--- config.mk ---
export PLATFORM = sky130hd
export DESIGN_NAME = compare_timer_control
export DESIGN_NICKNAME = d
export VERILOG_FILES = /design/src/verilog/compare_timer_control.v
export VERILOG_INCLUDE_DIRS = /design/src /design/src/verilog
export SDC_FILE = /design/constraint.sdc
export NUM_CORES = 1
export LEC_CHECK = 0
export ABC_AREA = 1
export BUFFER_PORTS_ARGS = -buffer_cell sky130_fd_sc_hd__buf_2
export CAP_MARGIN = 20
export CORE_MARGIN = 5
export CORE_UTILIZATION = 45
export CTS_CLUSTER_SIZE = 25
export DETAILED_ROUTE_END_ITERATION = 6
export PLACE_DENSITY_LB_ADDON = 0.15
export SLEW_MARGIN = 20
export SYNTH_ARGS = -nofsm -noshare
export SYNTH_HDL_FRONTEND = slang
export SYNTH_SLANG_ARGS = --single-unit
--- constraint.sdc ---
create_clock -name core_clk -period 3.6 [get_ports core_clk]
set_clock_uncertainty 0.05 [all_clocks]
set_input_delay 0.72 -clock core_clk [delete_from_list [all_inputs] [get_ports core_clk]]
set_output_delay 0.72 -clock core_clk [all_outputs]
set_load 0.05 [all_outputs]
--- src/verilog/compare_timer_regs.vh ---
// Register offsets, fields and reset values of the compare timer
`ifndef COMPARE_TIMER_REGS_VH
`define COMPARE_TIMER_REGS_VH
`define IDX_CONTROL_LOW 8'h14
`define IDX_CONTROL_HIGH 8'h15
`define IDX_COMPARE 8'h16
`define IDX_COMPARE_HIGH 8'h17
`define IDX_STATUS 8'h18
`define ADDR_CONTROL_LOW 10'h050
`define ADDR_CONTROL_HIGH 10'h054
`define ADDR_COMPARE 10'h058
`define ADDR_COMPARE_HIGH 10'h05C
`define ADDR_STATUS 10'h060
`define LOW_START_CONTROL 0
`define LOW_START_SOURCE 1
`define LOW_BOTH_EDGES 2
`define LOW_EDGE_POLARITY 3
`define LOW_CYCLE_SELECT 4
`define LOW_MODE_SELECT 5
`define LOW_PULSE_DIRECTION 6
`define LOW_RESET_ALL 7
`define HIGH_FLOP_INIT 0
`define HIGH_CLOCK_LSB 1
`define HIGH_REGCOUNT_LSB 4
`define HIGH_TRIGGER_DISABLE 6
`define CONTROL_LOW_RESET 8'h00
`define CONTROL_HIGH_RESET 7'h00
`define COMPARE_RESET 16'h0000
`define COUNT_SOURCE_PIN 3'h7
`define COUNT_SOURCE_UNUSED 3'h6
`define REGCOUNT_A 2'h0
`define REGCOUNT_AB 2'h1
`define REGCOUNT_ABC 2'h2
`define PRESCALE_WIDTH 13
`define RESP_OKAY 2'h0
`define RESP_SLVERR 2'h2
`endif
--- src/verilog/compare_timer_control.v ---
// Compare timer/counter with AXI4-Lite register slave
//
// Added by the designer: the AXI4-Lite slave port.
`timescale 1ns/10ps
`include "compare_timer_regs.vh"
module compare_timer_control (
	input wire core_clk,
	input wire rst_n,
	input wire [9:0] s_axi_awaddr,
	input wire s_axi_awvalid,
	output reg s_axi_awready,
	input wire [31:0] s_axi_wdata,
	input wire [3:0] s_axi_wstrb,
	input wire s_axi_wvalid,
	output reg s_axi_wready,
	output reg [1:0] s_axi_bresp,
	output reg s_axi_bvalid,
	input wire s_axi_bready,
	input wire [9:0] s_axi_araddr,
	input wire s_axi_arvalid,
	output reg s_axi_arready,
	output reg [31:0] s_axi_rdata,
	output reg [1:0] s_axi_rresp,
	output reg s_axi_rvalid,
	input wire s_axi_rready,
	input wire trigger_pin,
	input wire divider_option,
	output reg pulse_output,
	output reg timer_interrupt
);
	reg [7:0] timer_control_low;
	reg [6:0] timer_control_high;
	reg [15:0] compare_value_a;
	reg [15:0] compare_value_b;
	reg [15:0] compare_value_c;
	reg [1:0] load_index;
	reg [7:0] low_byte_hold;
	reg [15:0] counter;
	reg [`PRESCALE_WIDTH-1:0] prescale;
	reg output_flop;
	reg running;
	reg pin_meta;
	reg pin_sync;
	reg pin_last;
	reg [9:0] aw_addr;
	reg aw_held;
	reg [31:0] w_data;
	reg [3:0] w_strb;
	reg w_held;
	wire start_control = timer_control_low[`LOW_START_CONTROL];
	wire start_source = timer_control_low[`LOW_START_SOURCE];
	wire both_edges_enable = timer_control_low[`LOW_BOTH_EDGES];
	wire edge_polarity = timer_control_low[`LOW_EDGE_POLARITY];
	wire cycle_select = timer_control_low[`LOW_CYCLE_SELECT];
	wire operation_mode_select = timer_control_low[`LOW_MODE_SELECT];
	wire pulse_direction = timer_control_low[`LOW_PULSE_DIRECTION];
	wire [2:0] count_source_select =
		timer_control_high[`HIGH_CLOCK_LSB+2:`HIGH_CLOCK_LSB];
	wire [1:0] register_count =
		timer_control_high[`HIGH_REGCOUNT_LSB+1:`HIGH_REGCOUNT_LSB];
	wire trigger_disable = timer_control_high[`HIGH_TRIGGER_DISABLE];
	// Trigger input forced low when disabled
	wire trig_now = pin_sync & ~trigger_disable;
	wire trig_prev = pin_last & ~trigger_disable;
	wire rise = trig_now & ~trig_prev;
	wire fall = ~trig_now & trig_prev;
	wire active_edge = edge_polarity ? fall : rise;
	wire opposite_edge = edge_polarity ? rise : fall;
	// Both-edge stop only with trigger start
	wire stop_edge = start_source & both_edges_enable & opposite_edge;
	wire event_mode = (count_source_select == `COUNT_SOURCE_PIN) &
		~operation_mode_select;
	// Divided clock tap, one extra halving with divider option
	reg [3:0] tap;
	always @* begin
		case (count_source_select)
			3'h0: tap = 4'ha;
			3'h1: tap = 4'h6;
			3'h2: tap = 4'h4;
			3'h3: tap = 4'h2;
			3'h4: tap = 4'h1;
			default: tap = 4'h0;
		endcase
	end
	wire [3:0] tap_sel = tap + {3'h0, divider_option};
	wire [`PRESCALE_WIDTH-1:0] next_prescale = prescale + 1'b1;
	wire div_tick = ~prescale[tap_sel] & next_prescale[tap_sel];
	reg count_tick;
	always @* begin
		if (count_source_select == `COUNT_SOURCE_PIN)
			count_tick = active_edge;
		else if (count_source_select == `COUNT_SOURCE_UNUSED)
			count_tick = 1'b0;
		else
			count_tick = div_tick;
	end
	// Highest compare in use and match detection
	wire [1:0] eff_count = operation_mode_select ?
		((register_count == 2'h3) ? `REGCOUNT_A : register_count) :
		`REGCOUNT_A;
	wire [15:0] top_value = (eff_count == `REGCOUNT_ABC) ? compare_value_c :
		(eff_count == `REGCOUNT_AB) ? compare_value_b : compare_value_a;
	wire match_a = counter == compare_value_a;
	wire match_b = (eff_count != `REGCOUNT_A) & (counter == compare_value_b);
	wire match_c = (eff_count == `REGCOUNT_ABC) &
		(counter == compare_value_c);
	wire match_top = counter == top_value;
	wire flip = operation_mode_select & (match_a | match_b | match_c);
	// AXI write decode
	wire wr_go = aw_held & w_held & ~s_axi_bvalid;
	wire [9:0] wr_addr = aw_addr;
	wire wr_low = wr_go & (wr_addr == `ADDR_CONTROL_LOW) & w_strb[0];
	wire wr_high = wr_go & (wr_addr == `ADDR_CONTROL_HIGH) & w_strb[0];
	wire wr_cmp = wr_go & (wr_addr == `ADDR_COMPARE);
	wire wr_cmp_hi = wr_go & (wr_addr == `ADDR_COMPARE_HIGH) & w_strb[0];
	wire wr_mapped = (wr_addr == `ADDR_CONTROL_LOW) |
		(wr_addr == `ADDR_CONTROL_HIGH) | (wr_addr == `ADDR_COMPARE) |
		(wr_addr == `ADDR_COMPARE_HIGH) | (wr_addr == `ADDR_STATUS);
	wire cmp_word = wr_cmp & (&w_strb[1:0]);
	wire cmp_lowb = wr_cmp & w_strb[0] & ~w_strb[1];
	// Word write, or low byte then high byte completes a value
	wire cmp_load = cmp_word | wr_cmp_hi;
	wire [15:0] cmp_value = cmp_word ? w_data[15:0] :
		{w_data[7:0], low_byte_hold};
	wire reset_all = wr_low & w_data[`LOW_RESET_ALL];
	wire [7:0] next_low = {1'b0, w_data[6:0]};
	always @(posedge core_clk) begin
		if (!rst_n) begin
			pin_meta <= 1'b0;
			pin_sync <= 1'b0;
			pin_last <= 1'b0;
		end else begin
			pin_meta <= trigger_pin;
			pin_sync <= pin_meta;
			pin_last <= pin_sync;
		end
	end
	// Registers and counter
	always @(posedge core_clk) begin
		if (!rst_n) begin
			timer_control_low <= `CONTROL_LOW_RESET;
			timer_control_high <= `CONTROL_HIGH_RESET;
			compare_value_a <= `COMPARE_RESET;
			compare_value_b <= `COMPARE_RESET;
			compare_value_c <= `COMPARE_RESET;
			load_index <= 2'h0;
			low_byte_hold <= 8'h00;
			counter <= 16'h0000;
			prescale <= {`PRESCALE_WIDTH{1'b0}};
			output_flop <= 1'b0;
			running <= 1'b0;
			pulse_output <= 1'b0;
			timer_interrupt <= 1'b0;
		end else if (reset_all) begin
			// Pulse already launched is cut short, output driven low
			timer_interrupt <= 1'b0;
			timer_control_low <= `CONTROL_LOW_RESET;
			timer_control_high <= `CONTROL_HIGH_RESET;
			load_index <= 2'h0;
			counter <= 16'h0000;
			prescale <= {`PRESCALE_WIDTH{1'b0}};
			output_flop <= 1'b0;
			running <= 1'b0;
			pulse_output <= 1'b0;
		end else begin
			timer_interrupt <= 1'b0;
			prescale <= next_prescale;
			if (wr_low)
				timer_control_low <= next_low;
			if (wr_high)
				timer_control_high <= w_data[6:0];
			if (wr_high)
				output_flop <= w_data[`HIGH_FLOP_INIT];
			if (cmp_lowb)
				low_byte_hold <= w_data[7:0];
			// Sequenced loads A, B, C; B/C gated by mode and count
			if (cmp_load) begin
				case (load_index)
					2'h0: begin
						compare_value_a <= cmp_value;
						load_index <= (eff_count == `REGCOUNT_A) ?
							2'h0 : 2'h1;
					end
					2'h1: begin
						if (eff_count != `REGCOUNT_A)
							compare_value_b <= cmp_value;
						load_index <= (eff_count == `REGCOUNT_ABC) ?
							2'h2 : 2'h0;
					end
					2'h2: begin
						if (eff_count == `REGCOUNT_ABC)
							compare_value_c <= cmp_value;
						load_index <= 2'h0;
					end
					default: load_index <= 2'h0;
				endcase
			end
			if (!start_control) begin
				// Stopped and cleared
				counter <= 16'h0000;
				running <= 1'b0;
			end else if (!running) begin
				// Software start, or trigger edge start
				if (!start_source || active_edge) begin
					running <= 1'b1;
					counter <= 16'h0000;
					// Pulse starting level
					if (operation_mode_select)
						pulse_output <= output_flop ^ pulse_direction;
				end
			end else if (stop_edge) begin
				counter <= 16'h0000;
				running <= 1'b0;
			end else if (count_tick) begin
				// Up-counter advanced by selected source
				counter <= counter + 16'h0001;
				if (flip) begin
					output_flop <= ~output_flop;
					pulse_output <= ~output_flop ^ pulse_direction;
				end
				if (match_top) begin
					// Interrupt and clear
					timer_interrupt <= 1'b1;
					counter <= 16'h0000;
					// One-shot stops after top match, except when counting pin events with mode select low
					if (cycle_select && !event_mode) begin
						running <= 1'b0;
						if (!start_source)
							timer_control_low[1:0] <= 2'h0;
					end
				end
			end
		end
	end
	// AXI4-Lite handshake
	always @(posedge core_clk) begin
		if (!rst_n) begin
			s_axi_awready <= 1'b0;
			s_axi_wready <= 1'b0;
			s_axi_bvalid <= 1'b0;
			s_axi_bresp <= `RESP_OKAY;
			s_axi_arready <= 1'b0;
			s_axi_rvalid <= 1'b0;
			s_axi_rresp <= `RESP_OKAY;
			s_axi_rdata <= 32'h0000_0000;
			aw_held <= 1'b0;
			w_held <= 1'b0;
			aw_addr <= 10'h000;
			w_data <= 32'h0000_0000;
			w_strb <= 4'h0;
		end else begin
			s_axi_awready <= ~aw_held & ~s_axi_awready & s_axi_awvalid;
			s_axi_wready <= ~w_held & ~s_axi_wready & s_axi_wvalid;
			if (s_axi_awvalid && s_axi_awready) begin
				aw_held <= 1'b1;
				aw_addr <= {s_axi_awaddr[9:2], 2'h0};
			end
			if (s_axi_wvalid && s_axi_wready) begin
				w_held <= 1'b1;
				w_data <= s_axi_wdata;
				w_strb <= s_axi_wstrb;
			end
			if (wr_go) begin
				s_axi_bvalid <= 1'b1;
				s_axi_bresp <= wr_mapped ? `RESP_OKAY : `RESP_SLVERR;
				aw_held <= 1'b0;
				w_held <= 1'b0;
			end else if (s_axi_bvalid && s_axi_bready)
				s_axi_bvalid <= 1'b0;
			s_axi_arready <= ~s_axi_rvalid & ~s_axi_arready & s_axi_arvalid;
			if (s_axi_arvalid && s_axi_arready) begin
				s_axi_rvalid <= 1'b1;
				s_axi_rresp <= `RESP_OKAY;
				case ({s_axi_araddr[9:2], 2'h0})
					`ADDR_CONTROL_LOW:
						s_axi_rdata <= {24'h00_0000, timer_control_low};
					`ADDR_CONTROL_HIGH:
						s_axi_rdata <= {25'h000_0000, timer_control_high};
					`ADDR_COMPARE, `ADDR_COMPARE_HIGH:
						s_axi_rdata <= 32'h0000_0000;
					`ADDR_STATUS:
						s_axi_rdata <= {12'h000, output_flop, load_index,
							running, counter};
					default: begin
						s_axi_rdata <= 32'h0000_0000;
						s_axi_rresp <= `RESP_SLVERR;
					end
				endcase
			end else if (s_axi_rvalid && s_axi_rready)
				s_axi_rvalid <= 1'b0;
		end
	end
endmodule // compare_timer_control

==> results.cfg <==
[critical_path]
path_depth = 17
critPathLaunch = timer_control_high[2]
critPathCaptureType = register
max_stage_delay_ns = 0.53
crit_chain = inv_1 -> nand2_1 -> nor2_1 -> ha_1 -> inv_1 -> nor2_1 -> a22oi_1 -> nand2_1 -> a21oi_1 -> nand2_1 -> nand2_1 -> nand2_2 -> nand3_4 -> nand2_4 -> nand2_1 -> nand2_1 -> nor2_1
crit_family = simple AND/OR/NAND/NOR gates
path_buf_inv = 2
arrival_ns = 3.22
crit_top_cell = nand2_1
cp_slowest_cell = ha_1
crit_end = counter[11]
reg2regPathDepth = 17
cp_max_fo = 23
critPathLaunchType = register
rrSetupSlack_ns = 0.65
worstPathRequired_ns = 3.87
path_class = reg -> reg
r2r_end = counter[11]
r2r-start = timer_control_high[2]

[synthesis]
synth_ff_type = dfxtp_1
ys_seq_area_frac = 0.391
syn-mean-instance-area_um2 = 6.73
async_reset_ff_frac = 0
synth_area_um2 = 8350
yosys.cell_types.count = 45
netlist_instances = 1241
synth_edf_count = 0
ys_warn_count = 0
synth_seq_cells = 163

[cts]
htree_num_levels = 4
cts_setup_buffers = 0
cts_inserted_buffers = 17
clock_latency_ns = 0.44
cts_resized = 0
cts_max_path_buffers = 2
hold_buffers = 0
cts.clk_slew.worst_paths_ns = 0.07
cts_tree = yes
clock_sinks = 163
cts_root_buf = clkbuf_16

[floorplanning]
initial_core_util = 0.460
fp-row-count = 49
die_area_um2 = 21400
die_height_um = 146
ios = 108
die_x_um = 146
core_um2 = 18100

[routing]
wl_mm = 22.4
drt-met1-wl_mm = 11.4
wl_met3_mm = 1.26
dr.pass1.iters = 6
ant_nets = 0
detail_route.iter0.violations = 631
num_vias = 7886
drc = 0
wl_met2_mm = 9.38
routed_via_density = 5.17
post_drt_wl_per_cell_um = 14.7
top_layer = met4

[grt]
gr-usage-all-layers = 0.211
grt-ovfl-total = 0
grt_max_degree = 57
grt_pass1_vias = 7099
antenna_found_initial = 0
grt_pass1_wl_mm = 36.9

[timing]
layout_min_cycle_time_ns = 2.95
hold_viol = 0
period_share = 0.819
setup_ws_ns = 0.650
drv_slew = 0
setup_viol = 0
final.setup.tns_ns = 0
worstMarginPinSlew_ns = 1.01
slew_headroom = 0.328
fmax_mhz = 339
grt_setup_unrepaired = no

[place]
numPortBuffers = 71
dp_hpwl_mm = 16.7
pre_cts_ws_ns = 0.540
gp_congestion = 0.880

[layout]
drive_gt1_frac = 0.109
antennaDiodeCount = 0
nets = 1351
area_growth_pct = 12.2

[pwr]
max-vdd-ir-drop_uv = 333
power_density_nw_per_um2 = 422
p_leak_nw = 3.67

[run]
maxCapViolCount = 0

[hold_path]
min_path_type = reg -> reg

[run_status]
status = finished, final reports clean
==> report_power, final <==
group          switching, mW  leakage (nW)  internal (mW)
Combinational          0.169          2.06         0.0575
Sequential            0.0192          1.32           1.83
Clock                  0.812         0.291           1.06
Total                   1.00          3.67           2.95
==> flip-flops by register name, indices dropped and copies added, names as in the netlist, 2 cells and up <==
signal / cells
s_axi_rdata: 20
compare_value_a: 16
compare_value_b: 16
compare_value_c: 16
counter: 16
w_data: 16
prescale: 13
aw_addr: 8
low_byte_hold: 8
timer_control_high: 7
timer_control_low: 7
load_index: 2
w_strb: 2
==> placed cells by master, fill, tap and decap left out, types with 3 or more instances in the layout <==
| cell | n |
|---|---|
| nand2_1 | 280 |
| inv_1 | 130 |
| clkbuf_16 | 17 |
| nand4_1 | 22 |
| inv_8 | 4 |
| a21oi_1 | 134 |
| nand2_2 | 4 |
| o21ai_0 | 133 |
| a211oi_1 | 6 |
| nor4_1 | 10 |
| dfxtp_1 | 163 |
| buf_4 | 12 |
| xor2_1 | 17 |
| conb_1 | 14 |
| nor2_2 | 3 |
| nor2_1 | 126 |
| nand3_1 | 55 |
| clkinvlp_4 | 3 |
| o22ai_1 | 5 |
| inv_2 | 8 |
| ha_1 | 4 |
| xnor2_1 | 26 |
| nor3_1 | 15 |
| buf_2 | 71 |
==> Yosys cell counts (all sizes together) (6+ instances only) <==
library cell	n	area share
inv	138	0.062
o21ai	134	0.082
clkbuf	44	0.020
buf	30	0.024
nor4	10	0.0075
xnor2	26	0.027
nand3	57	0.036
nor3	18	0.014
dfxtp	163	0.39
a21oi	135	0.081
xor2	17	0.018
nand2	286	0.13
nand4	22	0.016
a211oi	6	0.0054
nor2	131	0.062
==> worst min-delay path by stage <==
stage          cells past startpoint            end      from  slack, ns
4_1_cts                            1  s_axi_awready   aw_held       0.37
3_3_place_gp                       1  s_axi_awready   aw_held       0.36
6_report                           1  s_axi_awready   aw_held       0.37
3_5_place_dp                       1  s_axi_awready   aw_held       0.37
2_1_floorplan                      2       pin_sync  pin_meta       0.34
5_1_grt                            1  s_axi_awready   aw_held       0.38
==> area by class of cell <==
cell class,instances,area [µm²]
Clock buffer,18,439
Clock inverter,14,168
Inverter,139,522
Tap cell,229,287
Timing Repair Buffer,83,445
Fill cell,1913,8780
Multi-Input combinational cell,878,4250
Sequential cell,163,3260
==> cells by family (layout without fill, tap and decap cells) <==
kind of cell               after synthesis  count (layout)  synth area share
and+or+nand+nor                        530             530             0.272
AOI/OAI and AO/OA                      287             287             0.179
buffers and inverters                  213             254             0.107
DFF                                    163             163             0.391
xor gates and xnor gates                43              43            0.0451
adders and majority gates                4               4           0.00599
other                                    1              14          0.000449
==> per-stage QoR <==
step	instance area, µm²	utilization	hold WS [ns]	cells	total power, mW
2_1_floorplan	8400	-	0.340	1254	2.06
3_3_place_gp	8760	0.483	0.365	1492	2.12
3_5_place_dp	8760	0.483	0.370	1492	2.12
4_1_cts	9370	0.516	0.374	1524	4.00
5_1_grt	9370	0.516	0.381	1524	4.09
6_report	9370	0.516	0.370	1524	3.95
==> layer usage <==
layer,vias up,track usage
met5,-,0
met4,0,0.0611
met3,24,0.0366
met2,231,0.313
met1,3550,0.315
li1,4081,-
Note: power is estimated with default switching activity, not from simulation.
